### src/hdl/odtpd_pkg.sv
// constants and types for the termination and power-down control block
package odtpd_pkg;

  // clock of the block, in picoseconds per cycle
  localparam int CLK_PERIOD_PS = 4000;

  // termination disable / enable windows, latest edge, in ns
  localparam int TODTD_MAX_NS = 12;
  localparam int TODTE_MAX_NS = 12;

  // a longest time rounds down, never below one cycle
  function automatic int ns_to_cyc_floor(input int ns);
    int cyc;
    cyc = (ns * 1000) / CLK_PERIOD_PS;
    if (cyc < 1) begin
      cyc = 1;
    end
    return cyc;
  endfunction

  localparam int TODTD_CYC = ns_to_cyc_floor(TODTD_MAX_NS);
  localparam int TODTE_CYC = ns_to_cyc_floor(TODTE_MAX_NS);

  localparam int GATE_CNT_W = 4;
  localparam logic [GATE_CNT_W-1:0] TODTD_CNT = GATE_CNT_W'(TODTD_CYC);
  localparam logic [GATE_CNT_W-1:0] TODTE_CNT = GATE_CNT_W'(TODTE_CYC);

  // receivers stay on for two command clocks after cke falls
  localparam logic [1:0] TCPDED_CK = 2'h2;

  // read window counter
  localparam int RD_CNT_W = 7;
  localparam logic [RD_CNT_W-1:0] RD_CNT_MAX = 7'h7F;
  localparam logic [RD_CNT_W-1:0] RD_OFF_LEAD = 7'h02;

  // command address codes {ca2, ca1, ca0} with cs_n low and cke falling
  localparam logic [2:0] CA_DPD_CODE = 3'h3;
  localparam logic [2:0] CA_SREF_CODE = 3'h4;

  // strength field value that disables termination
  localparam logic [1:0] ODT_STRENGTH_OFF = 2'h0;

  typedef enum logic [1:0] {
    ST_ACTIVE,
    ST_PD,
    ST_SREF,
    ST_DPD
  } odtpd_state_type;

endpackage

### src/hdl/odtpd_pins_if.sv
// sampled command pins passed from the synchroniser to the controller
`timescale 1ns/100ps
interface odtpd_pins_if;
  logic ck_rise;
  logic cke;
  logic cs_n;
  logic [2:0] ca;

  modport sampler (output ck_rise, output cke, output cs_n, output ca);
  modport ctrl (input ck_rise, input cke, input cs_n, input ca);
endinterface

### src/hdl/odtpd_sync.sv
// two-flop synchronisers and command clock edge detection
`timescale 1ns/100ps
module odtpd_sync
  import odtpd_pkg::*;
(
  input wire logic clk,
  input wire logic nrst,
  input wire logic ck_pin,
  input wire logic cke_pin,
  input wire logic cs_n_pin,
  input wire logic [2:0] ca_pin,
  odtpd_pins_if.sampler pins
);

  logic [5:0] meta_q;
  logic [5:0] sync_q;
  logic ck_prev_q;

  // first stage feeds only the second stage
  always_ff @(posedge clk) begin
    if (!nrst) begin
      meta_q <= 6'h00;
      sync_q <= 6'h00;
    end else begin
      meta_q <= {ca_pin, cs_n_pin, cke_pin, ck_pin};
      sync_q <= meta_q;
    end
  end

  always_ff @(posedge clk) begin
    if (!nrst) begin
      ck_prev_q <= 1'b0;
    end else begin
      ck_prev_q <= sync_q[0];
    end
  end

  // cke, cs_n and ca taken at the same synchronised ck edge
  always_ff @(posedge clk) begin
    if (!nrst) begin
      pins.ck_rise <= 1'b0;
      pins.cke <= 1'b1;
      pins.cs_n <= 1'b1;
      pins.ca <= 3'h0;
    end else begin
      pins.ck_rise <= sync_q[0] & ~ck_prev_q;
      if (sync_q[0] & ~ck_prev_q) begin
        pins.cke <= sync_q[1];
        pins.cs_n <= sync_q[2];
        pins.ca <= sync_q[5:3];
      end
    end
  end

endmodule

### src/hdl/odtpd_ctrl.sv
// on-die termination gating and power-down entry/exit control
`timescale 1ns/100ps
module odtpd_ctrl
  import odtpd_pkg::*;
(
  input wire logic clk,
  input wire logic nrst,
  input wire logic ck_pin,
  input wire logic cke_pin,
  input wire logic cs_n_pin,
  input wire logic [2:0] ca_pin,
  input wire logic odt_pin,
  input wire logic [1:0] odt_strength,
  input wire logic odt_pd_keep,
  input wire logic rd_cmd,
  input wire logic [5:0] read_latency,
  input wire logic [5:0] burst_len,
  input wire logic ca_train,
  input wire logic wr_level,
  input wire logic zq_cal,
  input wire logic dq_cal,
  input wire logic banks_open,
  output logic term_dq_en,
  output logic term_dqs_en,
  output logic [1:0] rtt_code,
  output logic in_pd,
  output logic in_active_pd,
  output logic in_sref,
  output logic in_dpd,
  output logic rcv_en,
  output logic refresh_hold,
  output logic rd_term_off
);

  odtpd_pins_if pins ();

  odtpd_sync u_sync (
    .clk(clk),
    .nrst(nrst),
    .ck_pin(ck_pin),
    .cke_pin(cke_pin),
    .cs_n_pin(cs_n_pin),
    .ca_pin(ca_pin),
    .pins(pins)
  );

  odtpd_state_type state_q;
  logic cke_prev_q;
  logic [1:0] cpded_q;
  logic rcv_en_q;
  logic active_pd_q;
  logic rd_busy_q;
  logic [RD_CNT_W-1:0] rd_cnt_q;
  logic [RD_CNT_W-1:0] rd_off_at;
  logic [RD_CNT_W-1:0] rd_on_at;
  logic rd_window;
  logic gate_q;
  logic [GATE_CNT_W-1:0] gate_cnt_q;
  logic gate_want;
  logic base_allow_q;
  logic dqs_allow_q;
  logic dq_allow_q;
  logic cke_fall;
  logic cke_rise;

  // cke edges seen on consecutive command clock rising edges
  always_ff @(posedge clk) begin
    if (!nrst) begin
      cke_prev_q <= 1'b1;
    end else if (pins.ck_rise) begin
      cke_prev_q <= pins.cke;
    end
  end

  assign cke_fall = pins.ck_rise & cke_prev_q & ~pins.cke;
  assign cke_rise = pins.ck_rise & ~cke_prev_q & pins.cke;

  // power state; in a low power state no pin but ck and cke can change it
  always_ff @(posedge clk) begin
    if (!nrst) begin
      state_q <= ST_ACTIVE;
    end else begin
      case (state_q)
        ST_ACTIVE: begin
          if (cke_fall) begin
            if (pins.cs_n) begin
              state_q <= ST_PD;
            end else if (pins.ca == CA_DPD_CODE) begin
              state_q <= ST_DPD;
            end else if (pins.ca == CA_SREF_CODE) begin
              state_q <= ST_SREF;
            end
          end
        end
        ST_PD, ST_SREF, ST_DPD: begin
          if (cke_rise) begin
            state_q <= ST_ACTIVE;
          end
        end
        default: begin
          state_q <= ST_ACTIVE;
        end
      endcase
    end
  end

  // idle versus active power down, latched at entry
  always_ff @(posedge clk) begin
    if (!nrst) begin
      active_pd_q <= 1'b0;
    end else if (state_q == ST_ACTIVE && cke_fall && pins.cs_n) begin
      active_pd_q <= banks_open;
    end else if (state_q != ST_PD) begin
      active_pd_q <= 1'b0;
    end
  end

  // receivers kept alive across the cke path delay after entry
  always_ff @(posedge clk) begin
    if (!nrst) begin
      cpded_q <= 2'h0;
      rcv_en_q <= 1'b1;
    end else if (state_q == ST_ACTIVE) begin
      cpded_q <= 2'h0;
      rcv_en_q <= 1'b1;
    end else if (cke_rise) begin
      // exit wakes the receivers at once, so the first command after exit is seen
      cpded_q <= 2'h0;
      rcv_en_q <= 1'b1;
    end else if (pins.ck_rise && rcv_en_q) begin
      if (cpded_q == TCPDED_CK - 2'h1) begin
        rcv_en_q <= 1'b0;
      end
      cpded_q <= cpded_q + 2'h1;
    end
  end

  // read window in command clocks from the read edge
  assign rd_off_at = RD_CNT_W'(read_latency) - RD_OFF_LEAD;
  assign rd_on_at = RD_CNT_W'(read_latency) + RD_CNT_W'(burst_len >> 1);
  assign rd_window = rd_busy_q && (rd_cnt_q >= rd_off_at);

  // a later read restarts the window from zero, so rd_window is low again until the new count reaches rd_off_at
  always_ff @(posedge clk) begin
    if (!nrst) begin
      rd_busy_q <= 1'b0;
      rd_cnt_q <= 7'h00;
    end else if (rd_cmd) begin
      rd_busy_q <= 1'b1;
      rd_cnt_q <= 7'h00;
    end else if (rd_busy_q && pins.ck_rise) begin
      if (rd_cnt_q + 7'h01 >= rd_on_at || rd_cnt_q == RD_CNT_MAX) begin
        rd_busy_q <= 1'b0;
      end
      rd_cnt_q <= rd_cnt_q + 7'h01;
    end
  end

  // low power gate: follows entry and exit within the disable/enable windows
  always_comb begin
    case (state_q)
      ST_PD: gate_want = odt_pd_keep;
      ST_SREF: gate_want = 1'b0;
      ST_DPD: gate_want = 1'b0;
      default: gate_want = 1'b1;
    endcase
  end

  always_ff @(posedge clk) begin
    if (!nrst) begin
      gate_q <= 1'b1;
      gate_cnt_q <= 4'h0;
    end else if (gate_want == gate_q) begin
      gate_cnt_q <= 4'h0;
    end else if (gate_cnt_q + 4'h1 >= (gate_q ? TODTD_CNT : TODTE_CNT)) begin
      gate_q <= gate_want;
      gate_cnt_q <= 4'h0;
    end else begin
      gate_cnt_q <= gate_cnt_q + 4'h1;
    end
  end

  // registered permission; the pin itself is combined below without sampling
  always_ff @(posedge clk) begin
    if (!nrst) begin
      base_allow_q <= 1'b0;
    end else begin
      base_allow_q <= (odt_strength != ODT_STRENGTH_OFF) && gate_q && !rd_window
        && !ca_train && !zq_cal && !dq_cal;
    end
  end

  always_ff @(posedge clk) begin
    if (!nrst) begin
      dq_allow_q <= 1'b0;
      dqs_allow_q <= 1'b0;
    end else begin
      dq_allow_q <= !wr_level;
      dqs_allow_q <= 1'b1;
    end
  end

  always_ff @(posedge clk) begin
    if (!nrst) begin
      rtt_code <= 2'h0;
    end else begin
      rtt_code <= odt_strength;
    end
  end

  // analog turn-on/off slopes start at the pin edges, so no clock stage here
  assign term_dq_en = base_allow_q & dq_allow_q & odt_pin;
  assign term_dqs_en = base_allow_q & dqs_allow_q & odt_pin;

  assign in_pd = (state_q == ST_PD);
  assign in_active_pd = active_pd_q;
  assign in_sref = (state_q == ST_SREF);
  assign in_dpd = (state_q == ST_DPD);
  assign rcv_en = rcv_en_q;
  assign refresh_hold = (state_q == ST_PD);
  assign rd_term_off = rd_window;

endmodule

### config.mk
export PLATFORM = sky130hd
export DESIGN_NAME = odtpd_ctrl
export DESIGN_NICKNAME = d
export VERILOG_FILES = /design/src/hdl/odtpd_pkg.sv /design/src/hdl/odtpd_pins_if.sv /design/src/hdl/odtpd_sync.sv /design/src/hdl/odtpd_ctrl.sv
export SDC_FILE = /design/constraint.sdc
export NUM_CORES = 1
export LEC_CHECK = 0
export BUFFER_PORTS_ARGS = -buffer_cell sky130_fd_sc_hd__buf_4
export CAP_MARGIN = 20
export CORE_UTILIZATION = 55
export DETAILED_ROUTE_END_ITERATION = 7
export PLACE_DENSITY_LB_ADDON = 0.08
export RECOVER_POWER = 100
export SLEW_MARGIN = 10
export SYNTH_ARGS = -nofsm -noshare
export SYNTH_HDL_FRONTEND = slang
export SYNTH_HIERARCHICAL = 1
export SYNTH_SLANG_ARGS = --single-unit
### constraint.sdc
create_clock -name clk -period 2.55 [get_ports clk]
set_clock_uncertainty 0.05 [all_clocks]
set_input_delay 0.255 -clock clk [delete_from_list [all_inputs] [get_ports clk]]
set_output_delay 0.255 -clock clk [all_outputs]
set_load 0.01 [all_outputs]
==> impl_metrics.json, run 1 <==
{
  "p_comb_share_pct": 11.2,
  "endpoint_kind": "primary output",
  "r2r-start": "rd_cnt_q[1]",
  "worst_slew_margin_rel_pct": 19.4,
  "cts_setup_buffers": 0,
  "synth_edf_count": 0,
  "overflow": 0,
  "clock_latency_ps": 300,
  "holdWs_ps": 51.2,
  "post-route-min-period_ps": 2300,
  "synth_flop_cell": "dfxtp_1",
  "cts_root_buffer": "clkbuf_8",
  "worstSetupPathType": "in -> out",
  "post-route-drc-count": 0,
  "instances_no_fill": 338,
  "fin_area_sq_um": 2670,
  "synth_cell_type_count": 46,
  "grt_use_total_pct": 19.7,
  "finalSetupViolCount": 0,
  "yosysSeqAreaShare_pct": 38.3,
  "initial_utilization_pct": 57.5,
  "syn-instance-count": 247,
  "totalPowerFinal_mw": 1.39,
  "area_growth_pct": 16.0,
  "synthMuxAreaShare_pct": 3.05,
  "cts_tree": "done",
  "swShare_pct": 22.6,
  "synth-simple-area-share_pct": 21.8,
  "viasPerCell": 5.17,
  "core_sq_um": 4000,
  "grt_pass1_vias": 1549,
  "final_common_cell": "dfxtp_1",
  "die_h_microns": 66.6,
  "postCtsHoldBufs": 0,
  "p_seq_share_pct": 51.6,
  "portBuffers": 39,
  "synth_top_family_by_area": "simple AND/OR/NAND/NOR gates",
  "multi_input_area_sq_um": 1320,
  "p_switching_mw": 0.315,
  "grt_max_degree": 36,
  "cts_made_buffers": 5,
  "final_cell_mix": "dfxtp_1 (44), buf_4 (26), ha_1 (24), nand2_1 (23), nor2_1 (18)",
  "place_area_sq_um": 2610,
  "async_flop_share_pct": 0,
  "drive_gt1_share_pct": 13.5,
  "synth_warnings": 6,
  "power_density_nw_per_um2": 523,
  "ir_drop_mv": 0.407,
  "worstPathMaxFanout": 4,
  "cts_max_level": 2,
  "place_congestion": 0.749,
  "synth_compound_area_share_pct": 12.2,
  "grt_setup_unrepaired": "no",
  "utilization_pct": 66.7,
  "clk_pin_slew_ps": 80,
  "nFillCells": 375,
  "pin_count": 41,
  "clock.fmax_mhz": 436,
  "fin_crit_sh_pct": 90.0,
  "finalHoldViolations": 0,
  "reg2reg_slack_ps": 500,
  "dp_cells": 330,
  "first_pass_iters": 4,
  "avgSynthCellArea_sq_um": 9.31,
  "clkPwrFrac_pct": 37.2,
  "via_count": 1747,
  "ys_seq_elements": 44,
  "cts-resized-gates": 0,
  "start_kind": "primary input",
  "worst_slack_ps": 254,
  "die-area_sq_um": 4440,
  "setup-tns-final_ps": 0,
  "wl_per_cell_microns": 11.8,
  "required_ps": 2250,
  "place_ws_ps": 158,
  "antenna_found_initial": 0,
  "power.leakage_nw": 1.15,
  "worstHoldPathType": "in -> reg",
  "cts_buffer_depth": 2,
  "routed_wl_microns": 3980,
  "synth_xor_area_share_pct": 6.48,
  "clock_sinks": 44,
  "status": "complete, no violations",
  "die_w_microns": 66.6,
  "crit_start": "read_latency[3]",
  "yosys.area_share.adder_pct": 13.9,
  "final-max-slew-violation-count": 0,
  "postRouteAntennaNets": 0,
  "dp_hpwl_microns": 3060,
  "fin_nets": 342,
  "regArea_sq_um": 881,
  "worst_pin_slew_ps": 1210,
  "antenna_cells": 0,
  "arrival_ps": 1990,
  "cap_viol_max_count": 0,
  "syn_area_sq_um": 2300,
  "drt-initial-drc-count": 35,
  "p_int_mw": 1.08,
  "grt_pass1_wl_microns": 6470,
  "hp-start": "wr_level",
  "core.rowCount": 23
}
==> logic make-up (layout without fill, tap and decap cells) <==
logic type | Yosys count | in the layout
and+or+nand+nor | 92 | 92
DFF | 44 | 44
AOI/OAI and AO/OA | 42 | 42
adders and majority gates | 25 | 25
buffers and inverters | 19 | 59
xor gates and xnor gates | 17 | 17
muxes | 7 | 7
other | 1 | 2
==> worst max-delay path, stage by stage <==
cell,delay [ps]
buf_4,130
nor3_1,320
xnor2_1,170
ha_1,260
a21o_1,160
a211o_1,280
a41oi_1,200
nor2_1,80
clkbuf_1,130
==> state kept, by name (all words and copies together) (netlist names), 2 cells and up <==
signal	count
rd_cnt_q	7
u_sync/meta_q	6
u_sync/sync_q	6
gate_cnt_q	4
u_sync/pins.ca	3
cpded_q	2
rtt_code	2
state_q	2
==> layout make-up <==
cell class / count / area share [%]
multi-input combinational: 185 / 49.5
sequential: 44 / 33.0
timing repair buffer: 39 / 9.29
clock buffer: 5 / 2.58
tap: 50 / 2.35
inverter: 12 / 1.69
clock inverter: 3 / 1.60
==> synthesized netlist by cell type, types with 4 or more instances <==
cell type	n	share of area (%)
ha_1	24	13
nand3b_1	5	1.6
nor2b_1	6	1.6
a21oi_1	10	2.2
inv_1	12	2.0
dfxtp_1	44	38
nand2_1	23	3.8
nand3_1	4	0.87
nor2_1	18	2.9
xnor2_1	8	3.0
mux2i_1	7	3.0
and2_1	17	4.6
xor2_1	9	3.4
a21o_1	4	1.3
o21ai_0	10	2.2
==> power by group through the flow <==
stage / Clock [mW] / Combinational, mW / Sequential [mW]
floorplan: 0 / 0.100 / 0.731
global placement: 0 / 0.156 / 0.734
detailed placement: 0 / 0.161 / 0.735
CTS: 0.534 / 0.162 / 0.719
global route: 0.557 / 0.177 / 0.721
finish: 0.519 / 0.156 / 0.719
==> layer usage <==
layer	wire length (microns)	track usage (%)	vias up
li1	-	-	926
met1	1720	20.5	782
met2	2030	37.1	33
met3	155	4.62	6
met4	69	7.98	0
met5	0	0	-
==> final timing paths <==
check	to	depth (start not counted)
max	rd_term_off	9
min reg2reg	u_sync/sync_q[2]	1
max reg2reg	rd_busy_q	7
min	dq_allow_q	2
Power figures use the tool's default switching activity.
==> run 2, diff against run 1 <==
--- a/config.mk
+++ b/config.mk
@@ -7,10 +7,11 @@
 export LEC_CHECK = 0
 export BUFFER_PORTS_ARGS = -buffer_cell sky130_fd_sc_hd__buf_4
 export CAP_MARGIN = 20
-export CORE_UTILIZATION = 55
+export CORE_UTILIZATION = 43
 export DETAILED_ROUTE_END_ITERATION = 7
-export PLACE_DENSITY_LB_ADDON = 0.08
+export PLACE_DENSITY = 0.7
 export RECOVER_POWER = 100
+export SKIP_LAST_GASP = 1
 export SLEW_MARGIN = 10
 export SYNTH_ARGS = -nofsm -noshare
 export SYNTH_HDL_FRONTEND = slang
==> run 2 against run 1 <==
Worst hold slack gained 17 ps. Critical path depth is the same. Setup slack gained 18 ps. Clock-buffer cell count is the same. Non-clock buffer count is the same. Global-route usage shrank 5.0 points. Final cell count grew 5.6%. Clock power grew 15%. Critical path type unchanged. Critical endpoint unchanged. Largest cell class unchanged.
==> impl_metrics.json, run 2 (same netlist as run 1, synthesis figures left out) <==
{
  "post-route-min-period_ps": 2280,
  "place_ws_ps": 142,
  "start_kind": "primary input",
  "dp_cells": 350,
  "drt-initial-drc-count": 27,
  "worstHoldPathType": "in -> reg",
  "cap_viol_max_count": 0,
  "pin_count": 41,
  "grt_pass1_vias": 1607,
  "clock_latency_ps": 280,
  "worstPathMaxFanout": 4,
  "antenna_cells": 0,
  "final_cell_mix": "dfxtp_1 (44), buf_4 (26), ha_1 (24), nand2_1 (23), nor2_1 (18)",
  "initial_utilization_pct": 44.7,
  "arrival_ps": 1970,
  "place_congestion": 0.797,
  "clock_sinks": 44,
  "post-route-drc-count": 0,
  "clock.fmax_mhz": 439,
  "core_sq_um": 5140,
  "reg2reg_slack_ps": 510,
  "crit_end": "rd_term_off",
  "clk_pin_slew_ps": 80,
  "cts_buffer_depth": 2,
  "die_h_microns": 75.1,
  "endpoint_kind": "primary output",
  "swShare_pct": 20.3,
  "reg_top3": "rd_cnt_q x7, u_sync/meta_q x6, u_sync/sync_q x6",
  "ff2ff_path_depth": 7,
  "fin_crit_sh_pct": 89.3,
  "postRouteAntennaNets": 0,
  "p_switching_mw": 0.299,
  "viasPerCell": 4.93,
  "final_common_cell": "dfxtp_1",
  "wl_per_cell_microns": 10.8,
  "grt_setup_unrepaired": "no",
  "final-max-slew-violation-count": 0,
  "worst_pin_slew_ps": 1230,
  "power_density_nw_per_um2": 543,
  "p_seq_share_pct": 48.8,
  "grt_pass1_wl_microns": 6350,
  "cts_root_buffer": "clkbuf_8",
  "via_count": 1759,
  "p_int_mw": 1.17,
  "first_pass_iters": 4,
  "overflow": 0,
  "crit_start": "read_latency[3]",
  "regMostFlops": "rd_cnt_q",
  "ir_drop_mv": 0.435,
  "fin_nets": 342,
  "required_ps": 2250,
  "cts_made_buffers": 5,
  "area_growth_pct": 17.9,
  "cts_tree": "done",
  "timing.rr.end": "rd_busy_q",
  "cts_setup_buffers": 0,
  "instances_no_fill": 357,
  "largest_reg_flops": 7,
  "die-area_sq_um": 5640,
  "worst_slack_ps": 272,
  "finalHoldViolations": 0,
  "status": "complete, no violations",
  "clkPwrFrac_pct": 40.7,
  "met2_length_microns": 1920,
  "die_w_microns": 75.1,
  "p_comb_share_pct": 10.5,
  "r2r-start": "rd_cnt_q[1]",
  "finalSetupViolCount": 0,
  "core.rowCount": 26,
  "worstSetupPathType": "in -> out",
  "setup-tns-final_ps": 0,
  "cts_max_level": 2,
  "top_layer": "met4",
  "routedLengthMet1_microns": 1760,
  "grt_max_degree": 36,
  "worst_slew_margin_rel_pct": 18.0,
  "nFillCells": 501,
  "antenna_found_initial": 0,
  "routed_wl_microns": 3840,
  "dp_hpwl_microns": 2980,
  "postCtsHoldBufs": 0,
  "portBuffers": 39,
  "power.leakage_nw": 1.15,
  "grt_use_total_pct": 14.7,
  "cts-resized-gates": 0,
  "wl_met3_microns": 131,
  "drive_gt1_share_pct": 13.2,
  "regArea_sq_um": 881,
  "multi_input_area_sq_um": 1320
}
run 2: cell types whose count changed in the layout (fill, tap and decap cells not counted):
cell	change
and2_0	+3
clkbuf_4	-1
and2_1	-3
a21oi_2	+1
a21oi_1	-1
clkinvlp_4	-1
bufinv_16	+1
clkinv_2	-1
clkbuf_1	+1
run 2: worst min path at each step:
stage	to	from	slack [ps]	cells after the start
floorplan	dqs_allow_q	nrst	230	0
global placement	u_sync/sync_q[3]	u_sync/meta_q[3]	360	1
detailed placement	u_sync/sync_q[2]	u_sync/meta_q[2]	370	1
CTS	dq_allow_q	wr_level	60	2
global route	dq_allow_q	wr_level	70	2
finish	dq_allow_q	wr_level	70	2
run 2: cell type report:
cell class | count | share of cell area (%)
clock buffer | 5 | 2.54
clock inverter | 2 | 2.22
inverter | 12 | 1.66
multi-input combinational | 185 | 48.8
sequential | 44 | 32.5
tap | 70 | 3.23
timing repair buffer | 39 | 9.01
run 2: power by group through the flow:
stage	logic, mW	clock network, mW	registers, mW
after floorplan	0.100	0	0.731
after global placement	0.156	0	0.734
after detailed placement	0.161	0	0.735
after CTS	0.162	0.620	0.719
after global routing	0.177	0.643	0.721
final	0.155	0.599	0.718
run 2: per-layer routing:
layer	vias to the layer above	global-route usage, %
li1	921	-
met1	808	16.2
met2	28	27.3
met3	2	3.35
met4	0	5.45
met5	-	0
run 2: through the flow:
stage	power [mW]	hold WS, ps	instance area [sq um]	utilization (%)
after global routing	1.54	66.7	2710	52.7
after detailed placement	0.896	367	2640	51.3
after CTS	1.50	61.0	2760	53.8
after global placement	0.890	364	2640	51.3
after floorplan	0.831	233	2300	-
final	1.47	67.8	2710	52.7
run 2: critical path, cell delays in order:
cell and delay (ps):
buf_4 130, nor3_1 320, xnor2_1 170, ha_1 260, a21o_1 160, a211o_1 280
a41oi_1 200, nor2_1 80, clkbuf_1 130
==> run 3, diff against run 2 <==
--- a/config.mk
+++ b/config.mk
@@ -7,9 +7,9 @@
 export LEC_CHECK = 0
 export BUFFER_PORTS_ARGS = -buffer_cell sky130_fd_sc_hd__buf_4
 export CAP_MARGIN = 20
-export CORE_UTILIZATION = 43
+export CORE_UTILIZATION = 54
 export DETAILED_ROUTE_END_ITERATION = 7
-export PLACE_DENSITY = 0.7
+export PLACE_DENSITY = 0.84
 export RECOVER_POWER = 100
 export SKIP_LAST_GASP = 1
 export SLEW_MARGIN = 10
==> run 3 against run 2 <==
Design area is 2.6% lower. Clock-buffer cell count is 1 higher. Fmax is 2.3% lower. Clock power is 26% lower. Setup slack worse by 53 ps. Non-clock buffer count stayed put. Critical path type unchanged.
==> impl_metrics.json, run 3 (same netlist as run 1, synthesis figures left out) <==
{
  "status": "complete, no violations",
  "power.leakage_nw": 1.14,
  "cts_setup_buffers": 0,
  "area_growth_pct": 14.8,
  "critical-path-slowest-cell": "nor3_1",
  "cts_buffer_depth": 2,
  "dp_hpwl_microns": 3200,
  "initial_utilization_pct": 56.6,
  "ir_drop_mv": 0.502,
  "r2r-start": "rd_cnt_q[0]",
  "reg_top3": "rd_cnt_q x7, u_sync/meta_q x6, u_sync/sync_q x6",
  "worstHoldPathType": "in -> reg",
  "worstSetupPathType": "in -> out",
  "portBuffers": 39,
  "worst_pin_slew_ps": 1160,
  "utilization_pct": 65.0,
  "grt_use_total_pct": 19.9,
  "via_count": 1744,
  "die_h_microns": 67.2,
  "arrival_ps": 2030,
  "endpoint_kind": "primary output",
  "path_cells": "clkbuf_1, nor3_1, xnor2_1, ha_1, a21o_1, a211o_1, a41oi_1, nor2_1, clkbuf_1",
  "final-max-slew-violation-count": 0,
  "setup-tns-final_ps": 0,
  "postRouteAntennaNets": 0,
  "grt_pass1_vias": 1583,
  "finalHoldViolations": 0,
  "clk_pin_slew_ps": 80,
  "cts_made_buffers": 5,
  "core_sq_um": 4060,
  "clock_sinks": 44,
  "fin_nets": 342,
  "drt-initial-drc-count": 68,
  "timing.rr.end": "rd_busy_q",
  "clock.fmax_mhz": 429,
  "antenna_found_initial": 0,
  "power_density_nw_per_um2": 501,
  "cts_root_buffer": "clkbuf_8",
  "viasPerCell": 5.16,
  "cts-resized-gates": 0,
  "routed_wl_microns": 4130,
  "post-route-drc-count": 0,
  "die_w_microns": 67.2,
  "wl_per_cell_microns": 12.2,
  "grt_setup_unrepaired": "no",
  "drive_gt1_share_pct": 12.8,
  "cts_max_level": 2,
  "overflow": 0,
  "ff2ff_path_depth": 7,
  "antenna_cells": 0,
  "pin_count": 41,
  "holdPathStages": 2,
  "core.rowCount": 23,
  "grt_max_degree": 36,
  "die-area_sq_um": 4520,
  "final_cell_mix": "dfxtp_1 (44), buf_4 (25), ha_1 (24), nand2_1 (23), nor2_1 (18)",
  "worstPathMaxFanout": 4,
  "cpMostUsedCell": "clkbuf_1",
  "place_congestion": 0.785,
  "clock_latency_ps": 300,
  "largest_reg_flops": 7,
  "first_pass_iters": 4,
  "start_kind": "primary input",
  "worst_slew_margin_rel_pct": 22.5,
  "max_stage_delay_ps": 320,
  "hold_end": "dq_allow_q",
  "cap_viol_max_count": 0,
  "fin_crit_sh_pct": 91.4,
  "hp-start": "wr_level",
  "finalSetupViolCount": 0,
  "reg2reg_slack_ps": 420,
  "final_common_cell": "dfxtp_1",
  "post-route-min-period_ps": 2330,
  "postCtsHoldBufs": 0,
  "grt_pass1_wl_microns": 6550,
  "cts_tree": "done",
  "regMostFlops": "rd_cnt_q",
  "required_ps": 2250
}
run 3: metal layers:
metal	global-route usage [%]	routed length (microns)	share of wire (%)
met1	21.5	1820	44
met2	35.0	2020	49
met3	6.08	192	4.7
met4	9.31	95	2.3
met5	0	0	0
run 3: critical path: cells and delay by family:
family,cells,cell delay (ps)
AOI/OAI and AO/OA,3,680
and+or+nand+nor,2,400
buffers and inverters,2,270
adders and majority gates,1,260
xor gates and xnor gates,1,160
run 3: final cells by class:
cell class | instances | area, sq um
timing repair buffer | 39 | 240
clock inverter | 2 | 10.0
clock buffer | 6 | 82.6
fill | 353 | 1420
inverter | 12 | 45.0
sequential | 44 | 881
tap | 50 | 62.6
multi-input combinational | 185 | 1320
run 3: how the worst max path moves through the flow:
stage | cells past startpoint | start | endpoint | slack (ps)
2_1_floorplan | 10 | read_latency[0] | rd_busy_q | 440
5_1_grt | 12 | read_latency[0] | rd_busy_q | 70
3_3_place_gp | 10 | read_latency[1] | rd_busy_q | 170
3_5_place_dp | 10 | read_latency[1] | rd_busy_q | 100
4_1_cts | 9 | read_latency[3] | rd_term_off | 210
6_report | 9 | read_latency[3] | rd_term_off | 220
run 3: through the flow:
| step | hold WS [ps] | worst slack, ps | instance area, sq um | std cells | power [mW] |
|---|---|---|---|---|---|
| final | 52.7 | 219 | 2640 | 338 | 1.32 |
| after global routing | 50.7 | 67.7 | 2640 | 338 | 1.38 |
| after CTS | 47.9 | 212 | 2700 | 338 | 1.34 |
| after detailed placement | 368 | 102 | 2610 | 330 | 0.899 |
| after global placement | 362 | 174 | 2610 | 330 | 0.890 |
| after floorplan | 233 | 437 | 2300 | 248 | 0.831 |
run 3: power breakdown:
part / switching (mW) / internal [mW] / leakage [nW] / total, mW
combinational: 0.0771 / 0.0810 / 0.725 / 0.158
sequential: 0.0118 / 0.706 / 0.360 / 0.718
clock: 0.229 / 0.216 / 0.0510 / 0.445
total: 0.318 / 1.00 / 1.14 / 1.32
